--- src/sdac_map.svh ---
/*
  constants of the two-wire converter write port: addresses, command bit
  positions and reset values.
  assumes inclusion by bare name from the write port module.
*/
`ifndef SDAC_MAP_SVH
`define SDAC_MAP_SVH

// broadcast address shared by all converters on the bus
`define SDAC_SYNC_ADDR      7'h7e
// upper address nibble of the pin-strapped variants
`define SDAC_PREFIX_MAIN    4'h4
`define SDAC_PREFIX_ALT     4'h3
// fixed addresses of the small-package versions
`define SDAC_FIXED_ADDR_0   7'h20
`define SDAC_FIXED_ADDR_1   7'h21
`define SDAC_FIXED_ADDR_2   7'h22
// command byte field positions
`define SDAC_CMD_SYNC_BIT   0
`define SDAC_CMD_PDOWN_BIT  1
`define SDAC_CMD_REF_BIT    2
// power-on values
`define SDAC_CMD_RESET      8'h00
`define SDAC_DATA_RESET     8'h00
`define SDAC_CODE_RESET     10'h000
// byte positions inside a write word transaction
`define SDAC_BYTE_ADDR      2'h0
`define SDAC_BYTE_CMD       2'h1
`define SDAC_BYTE_LOW       2'h2
`define SDAC_BYTE_HIGH      2'h3
`define SDAC_LAST_BIT       3'h7

`endif

--- src/sdac_pkg.sv ---
/*
  types shared by the converter write port.
  assumes nothing beyond a SystemVerilog compiler.
*/
package sdac_pkg;

  // one-hot receive states
  typedef enum logic [3:0] {
    ST_IDLE = 4'h1,
    ST_RECV = 4'h2,
    ST_ACK  = 4'h4,
    ST_SKIP = 4'h8
  } sdac_state_t;

endpackage : sdac_pkg

--- src/sdac_pin_sync.sv ---
/*
  two flip-flop synchroniser for a group of pin inputs.
  assumes the inputs are quasi-static or slow against clk_sys.
*/
`timescale 1ns/1ps
module sdac_pin_sync #(
  parameter int WIDTH = 1
) (
  input  wire logic             clk_sys,
  input  wire logic             rstN,
  input  wire logic [WIDTH-1:0] pinIn,
  output logic      [WIDTH-1:0] pinSync
);

  logic [WIDTH-1:0] stage1_ff;
  logic [WIDTH-1:0] stage2_ff;

  // idle bus level is high, so reset to ones to avoid a false start
  always_ff @(posedge clk_sys or negedge rstN) begin
    if (!rstN) begin
      stage1_ff <= {WIDTH{1'b1}};
      stage2_ff <= {WIDTH{1'b1}};
    end else begin
      stage1_ff <= pinIn;
      stage2_ff <= stage1_ff;
    end
  end

  assign pinSync = stage2_ff;

endmodule : sdac_pin_sync

--- src/sdac_write_port.sv ---
/*
  receive-only two-wire slave front end of a 10-bit converter: address
  decode, command and data input registers, double-buffered output code,
  power-down and reference select, broadcast update or clear.
  assumes scl and sda arrive unsynchronised from pins, that the master
  keeps standard-mode timing (scl periods far above 4 clk_sys cycles) and
  that the pad turns sdaOut/sdaOutEnN into an open-drain line.
*/
// Contract
// RULE_01 - acknowledge own address with write bit
// RULE_02 - first byte acked, stored as command
// RULE_03 - second byte acked, kept as low data
// RULE_04 - third byte acked, stored as high data
// RULE_05 - stop copies input to output registers
// RULE_06 - pin variant: prefix plus three pins
// RULE_07 - small package: one fixed address
// RULE_08 - code is high[1:0] with low byte
// RULE_09 - sync select blocks update on stop
// RULE_10 - sync update on ack rising edge
// RULE_11 - power-down keeps all latched contents
// RULE_12 - power-down change applied on stop
// RULE_13 - bit 2 selects internal reference
// RULE_14 - power-on zero, bits 7..3 ignored
// RULE_15 - send byte updates command only
// RULE_16 - interrupted data discarded, command kept
// RULE_17 - interrupted command byte discarded
// RULE_18 - answer broadcast quick command address
// RULE_19 - broadcast update only with sync select
// RULE_20 - broadcast zero bit clears everything
// RULE_21 - master chains starts, one final stop
// RULE_22 - detect start and stop conditions
// RULE_23 - ack drives sda low through ninth clock
// RULE_24 - sample on scl rise, receive only
// RULE_25 - unmatched or read: release and ignore
// RULE_26 - clear zeroes command, input, output
`timescale 1ns/1ps
`include "sdac_map.svh"
module sdac_write_port #(
  parameter bit         USE_ADDR_PINS = 1'b1,
  parameter logic [3:0] ADDR_PREFIX   = `SDAC_PREFIX_MAIN,
  parameter logic [6:0] FIXED_ADDR    = `SDAC_FIXED_ADDR_0
) (
  input  wire logic       clk_sys,
  input  wire logic       rst_n,
  input  wire logic       sclIn,
  input  wire logic       sdaIn,
  input  wire logic [2:0] addrSelPin,
  output logic            sdaOut,
  output logic            sdaOutEnN,
  output logic [9:0]      converterCode,
  output logic            powerDownSelect,
  output logic            internalRefSelect,
  output logic            syncUpdateSelect
);

  logic [1:0]            rstSync_ff;
  logic                  rstN;
  logic                  sclS;
  logic                  sdaS;
  logic [2:0]            addrSelS;
  logic                  sclPrev_ff;
  logic                  sdaPrev_ff;
  logic                  sclRise;
  logic                  sclFall;
  logic                  startDet;
  logic                  stopDet;
  sdac_pkg::sdac_state_t state_ff,    nxt_state;
  logic [2:0]            bitCnt_ff,   nxt_bitCnt;
  logic [7:0]            shift_ff,    nxt_shift;
  logic                  full_ff,     nxt_full;
  logic [1:0]            byteIdx_ff,  nxt_byteIdx;
  logic                  isSync_ff,   nxt_isSync;
  logic                  accept_ff,   nxt_accept;
  logic                  sdaOeN_ff,   nxt_sdaOeN;
  logic [7:0]            cmdIn_ff,    nxt_cmdIn;
  logic [7:0]            lowTmp_ff,   nxt_lowTmp;
  logic [7:0]            lowIn_ff,    nxt_lowIn;
  logic [7:0]            highIn_ff,   nxt_highIn;
  logic [9:0]            code_ff,     nxt_code;
  logic                  pdown_ff,    nxt_pdown;
  logic                  refSel_ff,   nxt_refSel;
  logic                  sdaDrive_ff;
  logic [7:0]            rxByte;

  // own slave address check, pins or fixed per variant
  function automatic logic addrMatch(input logic [6:0] addr, input logic [2:0] pins);
    logic [6:0] own;
    // RULE_06 prefix and pins
    own = {ADDR_PREFIX, pins};
    // RULE_07 fixed address
    if (!USE_ADDR_PINS) begin
      own = FIXED_ADDR;
    end
    addrMatch = (addr == own);
  endfunction : addrMatch

  // RULE_08 code assembly
  function automatic logic [9:0] codeOf(input logic [7:0] hi, input logic [7:0] lo);
    codeOf = {hi[1:0], lo};
  endfunction : codeOf

  // reset release through two flops; assertion stays asynchronous
  always_ff @(posedge clk_sys or negedge rst_n) begin
    if (!rst_n) begin
      rstSync_ff <= 2'h0;
    end else begin
      rstSync_ff <= {rstSync_ff[0], 1'b1};
    end
  end
  assign rstN = rstSync_ff[1];

  // bus lines and straps cross into clk_sys
  sdac_pin_sync #(
    .WIDTH (5)
  ) u_pin_sync (
    .clk_sys (clk_sys),
    .rstN    (rstN),
    .pinIn   ({sclIn, sdaIn, addrSelPin}),
    .pinSync ({sclS, sdaS, addrSelS})
  );

  // edge history, read only after the synchroniser
  always_ff @(posedge clk_sys or negedge rstN) begin
    if (!rstN) begin
      sclPrev_ff <= 1'b1;
      sdaPrev_ff <= 1'b1;
    end else begin
      sclPrev_ff <= sclS;
      sdaPrev_ff <= sdaS;
    end
  end

  // RULE_24 rising edge samples data
  assign sclRise  = sclS & ~sclPrev_ff;
  assign sclFall  = ~sclS & sclPrev_ff;
  // RULE_22 start and stop
  assign startDet = sclS & sclPrev_ff & sdaPrev_ff & ~sdaS;
  assign stopDet  = sclS & sclPrev_ff & ~sdaPrev_ff & sdaS;
  assign rxByte   = {shift_ff[6:0], sdaS};

  // protocol and register next values
  always_comb begin
    nxt_state   = state_ff;
    nxt_bitCnt  = bitCnt_ff;
    nxt_shift   = shift_ff;
    nxt_full    = full_ff;
    nxt_byteIdx = byteIdx_ff;
    nxt_isSync  = isSync_ff;
    nxt_accept  = accept_ff;
    nxt_sdaOeN  = sdaOeN_ff;
    nxt_cmdIn   = cmdIn_ff;
    nxt_lowTmp  = lowTmp_ff;
    nxt_lowIn   = lowIn_ff;
    nxt_highIn  = highIn_ff;
    nxt_code    = code_ff;
    nxt_pdown   = pdown_ff;
    nxt_refSel  = refSel_ff;
    if (startDet) begin
      // RULE_17 partial byte dropped; RULE_16 low byte only in temp
      nxt_state   = sdac_pkg::ST_RECV;
      nxt_bitCnt  = 3'h0;
      nxt_full    = 1'b0;      // the start's own scl fall must not end a byte
      nxt_byteIdx = `SDAC_BYTE_ADDR;
      nxt_isSync  = 1'b0;
      nxt_sdaOeN  = 1'b1;
    end else if (stopDet) begin
      nxt_state  = sdac_pkg::ST_IDLE;
      nxt_sdaOeN = 1'b1;
      // RULE_05 stop update unless RULE_09 sync select
      if (!cmdIn_ff[`SDAC_CMD_SYNC_BIT]) begin
        nxt_code = codeOf(highIn_ff, lowIn_ff);
      end
      // RULE_12 power-down taken at stop only
      nxt_pdown  = cmdIn_ff[`SDAC_CMD_PDOWN_BIT];
      // RULE_13 reference taken at stop, even when sync select blocks the update
      nxt_refSel = cmdIn_ff[`SDAC_CMD_REF_BIT];
    end else begin
      case (state_ff)
        sdac_pkg::ST_RECV: begin
          if (sclRise) begin
            nxt_shift  = rxByte;
            nxt_bitCnt = 3'(bitCnt_ff + 3'h1);
            if (bitCnt_ff == `SDAC_LAST_BIT) begin
              nxt_full = 1'b1;
              if (byteIdx_ff == `SDAC_BYTE_ADDR) begin
                // RULE_01 own address with write bit zero
                // RULE_18 broadcast address, any last bit
                nxt_isSync = (rxByte[7:1] == `SDAC_SYNC_ADDR);
                nxt_accept = (addrMatch(rxByte[7:1], addrSelS) & ~rxByte[0]) |
                             (rxByte[7:1] == `SDAC_SYNC_ADDR);
              end else begin
                nxt_accept = 1'b1;
              end
            end
          end else if (sclFall && full_ff) begin
            nxt_full   = 1'b0;
            // RULE_25 no match or read: stay released
            nxt_state  = accept_ff ? sdac_pkg::ST_ACK : sdac_pkg::ST_SKIP;
            // RULE_23 pull low for the ninth clock
            nxt_sdaOeN = ~accept_ff;
            nxt_accept = 1'b0;
          end
        end
        sdac_pkg::ST_ACK: begin
          if (sclRise) begin
            case (byteIdx_ff)
              `SDAC_BYTE_ADDR: begin
                if (isSync_ff) begin
                  if (!shift_ff[0]) begin
                    // RULE_20 clear on ack; RULE_26 everything to zero
                    nxt_cmdIn  = `SDAC_CMD_RESET;
                    nxt_lowTmp = `SDAC_DATA_RESET;
                    nxt_lowIn  = `SDAC_DATA_RESET;
                    nxt_highIn = `SDAC_DATA_RESET;
                    nxt_code   = `SDAC_CODE_RESET;
                    nxt_pdown  = 1'b0;
                    nxt_refSel = 1'b0;
                  end else if (cmdIn_ff[`SDAC_CMD_SYNC_BIT]) begin
                    // RULE_19 update needs sync select; RULE_10 at ack rise
                    nxt_code = codeOf(highIn_ff, lowIn_ff);
                  end
                end
              end
              // RULE_02 command stored; RULE_15 data untouched
              `SDAC_BYTE_CMD:  nxt_cmdIn  = shift_ff;
              // RULE_03 low byte held until the word completes
              `SDAC_BYTE_LOW:  nxt_lowTmp = shift_ff;
              // RULE_04 both data bytes committed together
              `SDAC_BYTE_HIGH: begin
                nxt_lowIn  = lowTmp_ff;
                nxt_highIn = shift_ff;
              end
              default: nxt_cmdIn = cmdIn_ff;
            endcase
          end else if (sclFall) begin
            // ack released as the ninth clock ends
            nxt_sdaOeN  = 1'b1;
            nxt_byteIdx = 2'(byteIdx_ff + 2'h1);
            nxt_state   = (isSync_ff || byteIdx_ff == `SDAC_BYTE_HIGH) ?
                          sdac_pkg::ST_SKIP : sdac_pkg::ST_RECV;
          end
        end
        // idle and skip wait for the next start or stop
        sdac_pkg::ST_IDLE: nxt_sdaOeN = 1'b1;
        sdac_pkg::ST_SKIP: nxt_sdaOeN = 1'b1;
        default: begin
          nxt_state  = sdac_pkg::ST_IDLE;
          nxt_sdaOeN = 1'b1;
        end
      endcase
    end
  end

  // RULE_14 all control bits power up zero
  always_ff @(posedge clk_sys or negedge rstN) begin
    if (!rstN) begin
      state_ff    <= sdac_pkg::ST_IDLE;
      bitCnt_ff   <= 3'h0;
      shift_ff    <= 8'h00;
      full_ff     <= 1'b0;
      byteIdx_ff  <= `SDAC_BYTE_ADDR;
      isSync_ff   <= 1'b0;
      accept_ff   <= 1'b0;
      sdaOeN_ff   <= 1'b1;
      cmdIn_ff    <= `SDAC_CMD_RESET;
      lowTmp_ff   <= `SDAC_DATA_RESET;
      lowIn_ff    <= `SDAC_DATA_RESET;
      highIn_ff   <= `SDAC_DATA_RESET;
      code_ff     <= `SDAC_CODE_RESET;
      pdown_ff    <= 1'b0;
      refSel_ff   <= 1'b0;
      sdaDrive_ff <= 1'b0;
    end else begin
      state_ff    <= nxt_state;
      bitCnt_ff   <= nxt_bitCnt;
      shift_ff    <= nxt_shift;
      full_ff     <= nxt_full;
      byteIdx_ff  <= nxt_byteIdx;
      isSync_ff   <= nxt_isSync;
      accept_ff   <= nxt_accept;
      sdaOeN_ff   <= nxt_sdaOeN;
      cmdIn_ff    <= nxt_cmdIn;
      lowTmp_ff   <= nxt_lowTmp;
      lowIn_ff    <= nxt_lowIn;
      highIn_ff   <= nxt_highIn;
      code_ff     <= nxt_code;
      pdown_ff    <= nxt_pdown;
      refSel_ff   <= nxt_refSel;
      sdaDrive_ff <= 1'b0;     // open drain: only ever pulls low
    end
  end

  // outputs straight from flops; RULE_11 power-down keeps the code
  assign sdaOut            = sdaDrive_ff;
  assign sdaOutEnN         = sdaOeN_ff;
  assign converterCode     = code_ff;
  assign powerDownSelect   = pdown_ff;
  assign internalRefSelect = refSel_ff;
  assign syncUpdateSelect  = cmdIn_ff[`SDAC_CMD_SYNC_BIT];

endmodule : sdac_write_port

--- config.mk ---
export PLATFORM = sky130hd
export DESIGN_NAME = sdac_write_port
export DESIGN_NICKNAME = d
export VERILOG_FILES = /design/src/sdac_pkg.sv /design/src/sdac_pin_sync.sv /design/src/sdac_write_port.sv
export VERILOG_INCLUDE_DIRS = /design/src
export SDC_FILE = /design/constraint.sdc
export NUM_CORES = 1
export LEC_CHECK = 0
export ABC_AREA = 1
export BUFFER_PORTS_ARGS = -buffer_cell sky130_fd_sc_hd__buf_2
export CAP_MARGIN = 20
export CELL_PAD_IN_SITES_DETAIL_PLACEMENT = 2
export CELL_PAD_IN_SITES_GLOBAL_PLACEMENT = 2
export CORE_UTILIZATION = 39
export CTS_CLUSTER_DIAMETER = 40
export DETAILED_ROUTE_END_ITERATION = 8
export PLACE_DENSITY = 0.93
export SETUP_SLACK_MARGIN = 0.15
export SYNTH_ARGS = -nofsm -noshare
export SYNTH_HDL_FRONTEND = slang
export SYNTH_HIERARCHICAL = 1
export SYNTH_SLANG_ARGS = --single-unit
export TNS_END_PERCENT = 20
--- constraint.sdc ---
create_clock -name clk_sys -period 6.2 [get_ports clk_sys]
set_clock_uncertainty 0.15 [all_clocks]
set_input_delay 1.24 -clock clk_sys [delete_from_list [all_inputs] [get_ports clk_sys]]
set_output_delay 1.24 -clock clk_sys [all_outputs]
set_load 0.02 [all_outputs]
==> impl_metrics.yaml, run 1 <==
route:
  wire_per_inst_um: 19.8
  drt_wl_total_mm: 10.1
  vias_per_cell: 5.26
  drc: 0
  via_count: 2683
  drtAntennaViolNets: 0
  first_pass_iters: 4
  detail_route.iter0.violations: 113
logic_synthesis:
  synth_area_um2: 3250
  post_synth_fa_ha_maj_area_fraction: 0.0231
  ys_ff_latch: 68
  synth_top_family_by_area: "simple AND/OR/NAND/NOR gates"
  ys_warn_count: 6
  synth_compound_area_frac: 0.107
  synth_mux_area_frac: 0
  synth_simple_gate_area_frac: 0.266
  synthXorXnorAreaFrac: 0
  syn_area_per_cell_um2: 8.47
  synth.yosys.seq_area_share: 0.530
  synthCells: 383
  synth.net_count: 396
  yosysUniqueCellTypes: 28
sta:
  period_share: 0.391
  tightest_slew_ns: 0.848
  final_hold_viol_count: 0
  setup_tns_ns: 0
  slew_headroom: 0.435
  slew_violations: 0
  clock.fmax_ghz: 0.412
  rsz0062_at_grt: "no"
  setup_viol_count_final: 0
  period_needed_ns: 2.43
clock_tree:
  ctsResizeCount: 0
  root_buffer: "clkbuf_8"
  cts_tree: "yes"
  numCtsBuffers: 9
  postCtsSetupBuffers: 0
  clk_latency_ns: 0.36
  clkSinkCount: 68
  clkTransAtPathRegs_ns: 0.07
  ctsHoldBuffers: 0
  htree_levels: 3
  clockBufferDepth: 2
critical_path:
  critPathCaptureType: "primary output"
  crit_path_max_fanout: 2
  cpMaxStageDelayCell: "dfstp_2"
  max_stage_delay_ns: 0.53
  worstPathArrival_ns: 1.04
  path_cells: "buf_2"
  critical_path_buf_inv_count: 1
  worst_setup_path_start_kind: "flip-flop"
  required_ns: 4.81
  cp_top_family: "flip-flops"
  path_class: "reg -> out"
global_routing:
  grt_pass1_wl_mm: 16.5
  grt_use_met3: 0.0602
  grt_max_degree: 67
  grt_pass1_vias: 3156
  antenna_found_initial: 0
  grt.busiest_layer: "met2"
  grt_use_met2: 0.473
  overflow: 0
  use_met1: 0.279
  grtUsageTotal: 0.257
die:
  initial_utilization: 0.411
  core_area_um2: 7890
  die_w_um: 93.2
  rows: 32
  ioPinCount: 22
  dieArea_um2: 8690
  die_y_um: 93.2
power:
  power_leakage_uw: 0.00179
  power_density_nw_per_um2: 304
  p_clk_frac: 0.398
  ir_worst_vdd_v: 0.000207
  internal-power_uw: 775
  power_frac_comb: 0.151
  power_uw: 1100
  switchingPower_uw: 327
  swShare: 0.297
  seq_power_share: 0.451
layout:
  n_fill_cell: 905
  area_growth_syn_to_layout_pct: 11.9
  diodes: 0
  drive_gt1_frac: 0.196
  nets: 416
outcome:
  status: "complete, no violations"
hold_path:
  hold_path_class: "reg -> reg"
run:
  maxCapViolCount: 0
placed_design:
  hpwl_mm: 6.21
  finalWeightedCongestion: 0.770
  numPortBuffers: 20
## cell families after synthesis
group,after synthesis
flops,68
buf+inv,52
other cells,2
compound gates,60
simple gates,195
fa+ha+maj,6
## sequential cells by signal (all words and copies together), names as in the netlist
register              count
accept_ff                 1
bitCnt_ff                 3
byteIdx_ff                2
cmdIn_ff                  3
converterCode            10
full_ff                   1
highIn_ff                 2
internalRefSelect         1
isSync_ff                 1
lowIn_ff                  8
lowTmp_ff                 8
powerDownSelect           1
rstSync_ff                2
sclPrev_ff                1
sdaOutEnN                 1
sdaPrev_ff                1
shift_ff                  8
state_ff                  4
u_pin_sync/pinSync        5
u_pin_sync/stage1_ff      5
## layout by cell type (no fill, tap or decap)
master | Yosys | layout
o21a_1 | 3 | 3
clkinv_2 | 0 | 2
inv_2 | 2 | 2
nor2_2 | 1 | 1
nand2_4 | 4 | 4
nand2_2 | 6 | 6
nor3_1 | 3 | 3
clkbuf_8 | 0 | 12
nor2_1 | 35 | 35
dfrtp_2 | 0 | 1
nor2_4 | 4 | 4
o21ai_1 | 22 | 22
a21oi_1 | 4 | 4
inv_1 | 38 | 38
nor2_8 | 1 | 1
dfstp_2 | 14 | 14
bufinv_16 | 0 | 2
nand4_1 | 4 | 4
a211oi_1 | 2 | 2
conb_1 | 2 | 2
ha_1 | 6 | 6
o21ai_2 | 9 | 9
nand3_1 | 16 | 16
o21ai_0 | 20 | 20
or2_2 | 1 | 1
buf_2 | 2 | 20
nand2_1 | 120 | 120
buf_4 | 2 | 1
dfrtp_1 | 54 | 53
## cells in the mapped netlist (all sizes together)
cell type	instances	area (um^2)
nand3	16	80.1
conb	2	7.51
dfrtp	54	1350
o21a	3	22.5
dfstp	14	368
nor2	41	203
buf	9	73.8
clkbuf	3	11.3
ha	6	75.1
a21oi	4	20.0
inv	40	150
nand4	4	25.0
or2	1	6.26
nor3	3	15.0
o21ai	51	289
nand2	130	533
a211oi	2	15.0
## cell type report
cell class	instances	area (um^2)	share of cell area
sequential	68	1720	0.474
tap	102	128	0.0351
clock buffer	12	165	0.0455
inverter	40	150	0.0413
multi-input combinational	263	1290	0.355
timing repair buffer	21	108	0.0296
clock inverter	4	70.1	0.0193
## routing by layer
metal  share of wire  vias to the layer above
met5               0                        -
li1                -                     1235
met2            0.53                       65
met4           0.028                        0
met3           0.032                       28
met1            0.41                     1355
## power by group through the flow
stage,Combinational [uW],Clock (uW),Sequential [uW]
2_1_floorplan,113,0,499
3_3_place_gp,144,0,501
3_5_place_dp,159,0,504
4_1_cts,170,449,498
5_1_grt,185,460,501
6_report,166,439,498
## path summary, 6_finish.rpt
path                                         start                 endpoint  slack, ns  depth (start not counted)
max reg2reg                state_ff[3]$_DFFE_PN0P_    isSync_ff$_DFFE_PN0P_       3.97                          7
min reg2reg                rstSync_ff[0]$_DFF_PN0_  rstSync_ff[1]$_DFF_PN0_       0.21                          0
max                          sdaOutEnN$_DFFE_PN1P_                sdaOutEnN       3.77                          1
min in group asynchronous  rstSync_ff[1]$_DFF_PN0_  shift_ff[7]$_DFFE_PN0P_       0.32                          1
min                        rstSync_ff[0]$_DFF_PN0_  rstSync_ff[1]$_DFF_PN0_       0.21                          0
max in group asynchronous  rstSync_ff[1]$_DFF_PN0_  state_ff[2]$_DFFE_PN0P_       5.05                          1
## per-stage QoR
stage / util / setup slack [ns] / hold slack (ns) / cells / cell area, um^2
2_1_floorplan: - / 4.04 / 0.181 / 383 / 3250
3_3_place_gp: 0.431 / 4.16 / 0.188 / 494 / 3400
3_5_place_dp: 0.431 / 4.07 / 0.193 / 494 / 3400
4_1_cts: 0.461 / 3.76 / 0.208 / 510 / 3630
5_1_grt: 0.461 / 3.73 / 0.210 / 510 / 3630
6_report: 0.461 / 3.77 / 0.206 / 510 / 3630
No activity file was read; power rests on OpenSTA's default activity.
==> run 2: changes to the inputs <==
- CORE_UTILIZATION: 39 -> 33
- PLACE_DENSITY: 0.93 -> 0.85
- clock period: 6.2 -> 2.15 ns (I/O delays scaled with it)
==> run 2 against run 1 <==
Flip-flop and latch count unchanged. Wire length decreased by 21%. Non-clock buffer count increased by 4. Cell area increased by 0.62%. Via count decreased by 3.9%. Combinational power increased to 2.8 times the previous value. Count of clock-buffer cells in the layout decreased by 2. Cell count increased by 6.1%. Largest cell class unchanged. Highest routed layer unchanged.
==> impl_metrics.yaml, run 2 (synthesis results as in run 1) <==
hold_path:
  hold_start: "addrSelPin[0]"
  hold_path_class: "in -> reg"
layout:
  area_growth_syn_to_layout_pct: 12.6
  diodes: 0
  drive_gt1_frac: 0.204
  finish.utilization: 0.390
  final_cells: 541
  final_common_cell: "nand2_1"
  largest_reg_flops: 10
  layout_common_cells: "nand2_1, dfrtp_1, inv_1"
  nets: 421
sta:
  period_share: 0.859
  clock.fmax_ghz: 0.541
  slew_violations: 0
  setup_tns_ns: 0
  period_needed_ns: 1.85
  final_hold_viol_count: 0
  rsz0062_at_grt: "yes"
  setup_viol_count_final: 0
critical_path:
  required_ns: 2.27
  crit_path_end: "highIn_ff[1]$_DFFE_PN0P_"
  r2r-start: "byteIdx_ff[0]$_DFFE_PN0P_"
  rrSetupSlack_ns: 0.30
  crit_path_max_fanout: 20
  cpMostUsedCell: "nand2_1"
  cpMaxStageDelayCell: "dfrtp_1"
  critical_path_buf_inv_count: 1
  critical_path_cell_count: 8
  path_cells: "inv_1 -> ha_2 -> nand2_1 -> nand2_4 -> nor2_8 -> nand2_2 -> nand2_1 -> o21ai_1"
  critPathCaptureType: "flip-flop"
  cp-startpoint: "byteIdx_ff[0]$_DFFE_PN0P_"
  worst_setup_path_start_kind: "flip-flop"
  max_stage_delay_ns: 0.41
  worstPathArrival_ns: 1.96
  reg2reg_to: "highIn_ff[1]$_DFFE_PN0P_"
  cp_top_family: "simple AND/OR/NAND/NOR gates"
  worstRegToRegCells: 8
  path_class: "reg -> reg"
placed_design:
  hpwl_mm: 5.66
  dpl.cell_count: 524
  numPortBuffers: 20
  finalWeightedCongestion: 0.748
clock_tree:
  clkTransAtPathRegs_ns: 0.07
  htree_levels: 3
  numCtsBuffers: 9
  clk_latency_ns: 0.35
  root_buffer: "clkbuf_8"
  postCtsSetupBuffers: 0
  clkSinkCount: 68
  cts_tree: "yes"
  clockBufferDepth: 2
route:
  vias_per_cell: 4.77
  drc: 0
  drtAntennaViolNets: 0
  via_count: 2579
  wire_per_inst_um: 14.8
  first_pass_iters: 4
  drt_wl_total_mm: 8.00
  detail_route.iter0.violations: 80
global_routing:
  antenna_found_initial: 0
  grt_pass1_wl_mm: 13.7
  overflow: 0
  grt_pass1_vias: 2757
  grt_max_degree: 67
  grtUsageTotal: 0.176
power:
  power_density_nw_per_um2: 766
  power_leakage_uw: 0.00177
  power_uw: 2800
  ir_worst_vdd_v: 0.000298
die:
  die_y_um: 101
  dieArea_um2: 10200
  ioPinCount: 22
  die_w_um: 101
  core_area_um2: 9370
  initial_utilization: 0.346
  rows: 35
run:
  maxCapViolCount: 0
outcome:
  status: "complete, no violations"
-- run 2: report_power, final --
| part | leakage, uW | internal (uW) | total (uW) | switching, uW |
|---|---|---|---|---|
| sequential | 0.000891 | 1360 | 1430 | 66.8 |
| clock | 0.0000779 | 406 | 906 | 500 |
| combinational | 0.000800 | 144 | 465 | 321 |
-- run 2: layer usage --
layer	routed length (um)	global-route usage	vias to the layer above	share of wire
li1	-	-	1244	-
met1	3670	0.218	1294	0.46
met2	4020	0.307	31	0.50
met3	183	0.0290	10	0.023
met4	125	0.0669	0	0.016
met5	0	0	-	0
-- run 2: how the worst min path moves through the flow --
stage                                         to  cells past startpoint
6_report       u_pin_sync/stage1_ff[0]$_DFF_PN1_                      1
3_3_place_gp             rstSync_ff[0]$_DFF_PN0_                      1
2_1_floorplan            rstSync_ff[0]$_DFF_PN0_                      0
3_5_place_dp             rstSync_ff[0]$_DFF_PN0_                      1
5_1_grt        u_pin_sync/stage1_ff[1]$_DFF_PN1_                      1
4_1_cts        u_pin_sync/stage1_ff[0]$_DFF_PN1_                      1
-- run 2: what timing repair did --
item                                   in CTS  in global routing
setup endpoints to repair                   0                 22
endpoints found under the hold margin       2                  0
resized for setup                           0                  4
hold buffers                                1                  0
-- run 2: area by class of cell --
class	count	area (um^2)
fillers	1104	5720
flip-flops and latches	68	1720
multi-input cells	264	1310
well taps	129	161
repair buffers	25	153
inverters	40	150
clock buffers	10	128
clock inverters	5	30.0
-- run 2: per-stage QoR --
stage,worst slack (ns),hold slack [ns],cell area [um^2]
global placement,0.281,0.0657,3470
finish,0.303,0.0276,3650
CTS,0.168,0.0170,3630
floorplan,0.500,-0.0156,3250
global route,0.146,0.0113,3650
detailed placement,0.179,0.0686,3470
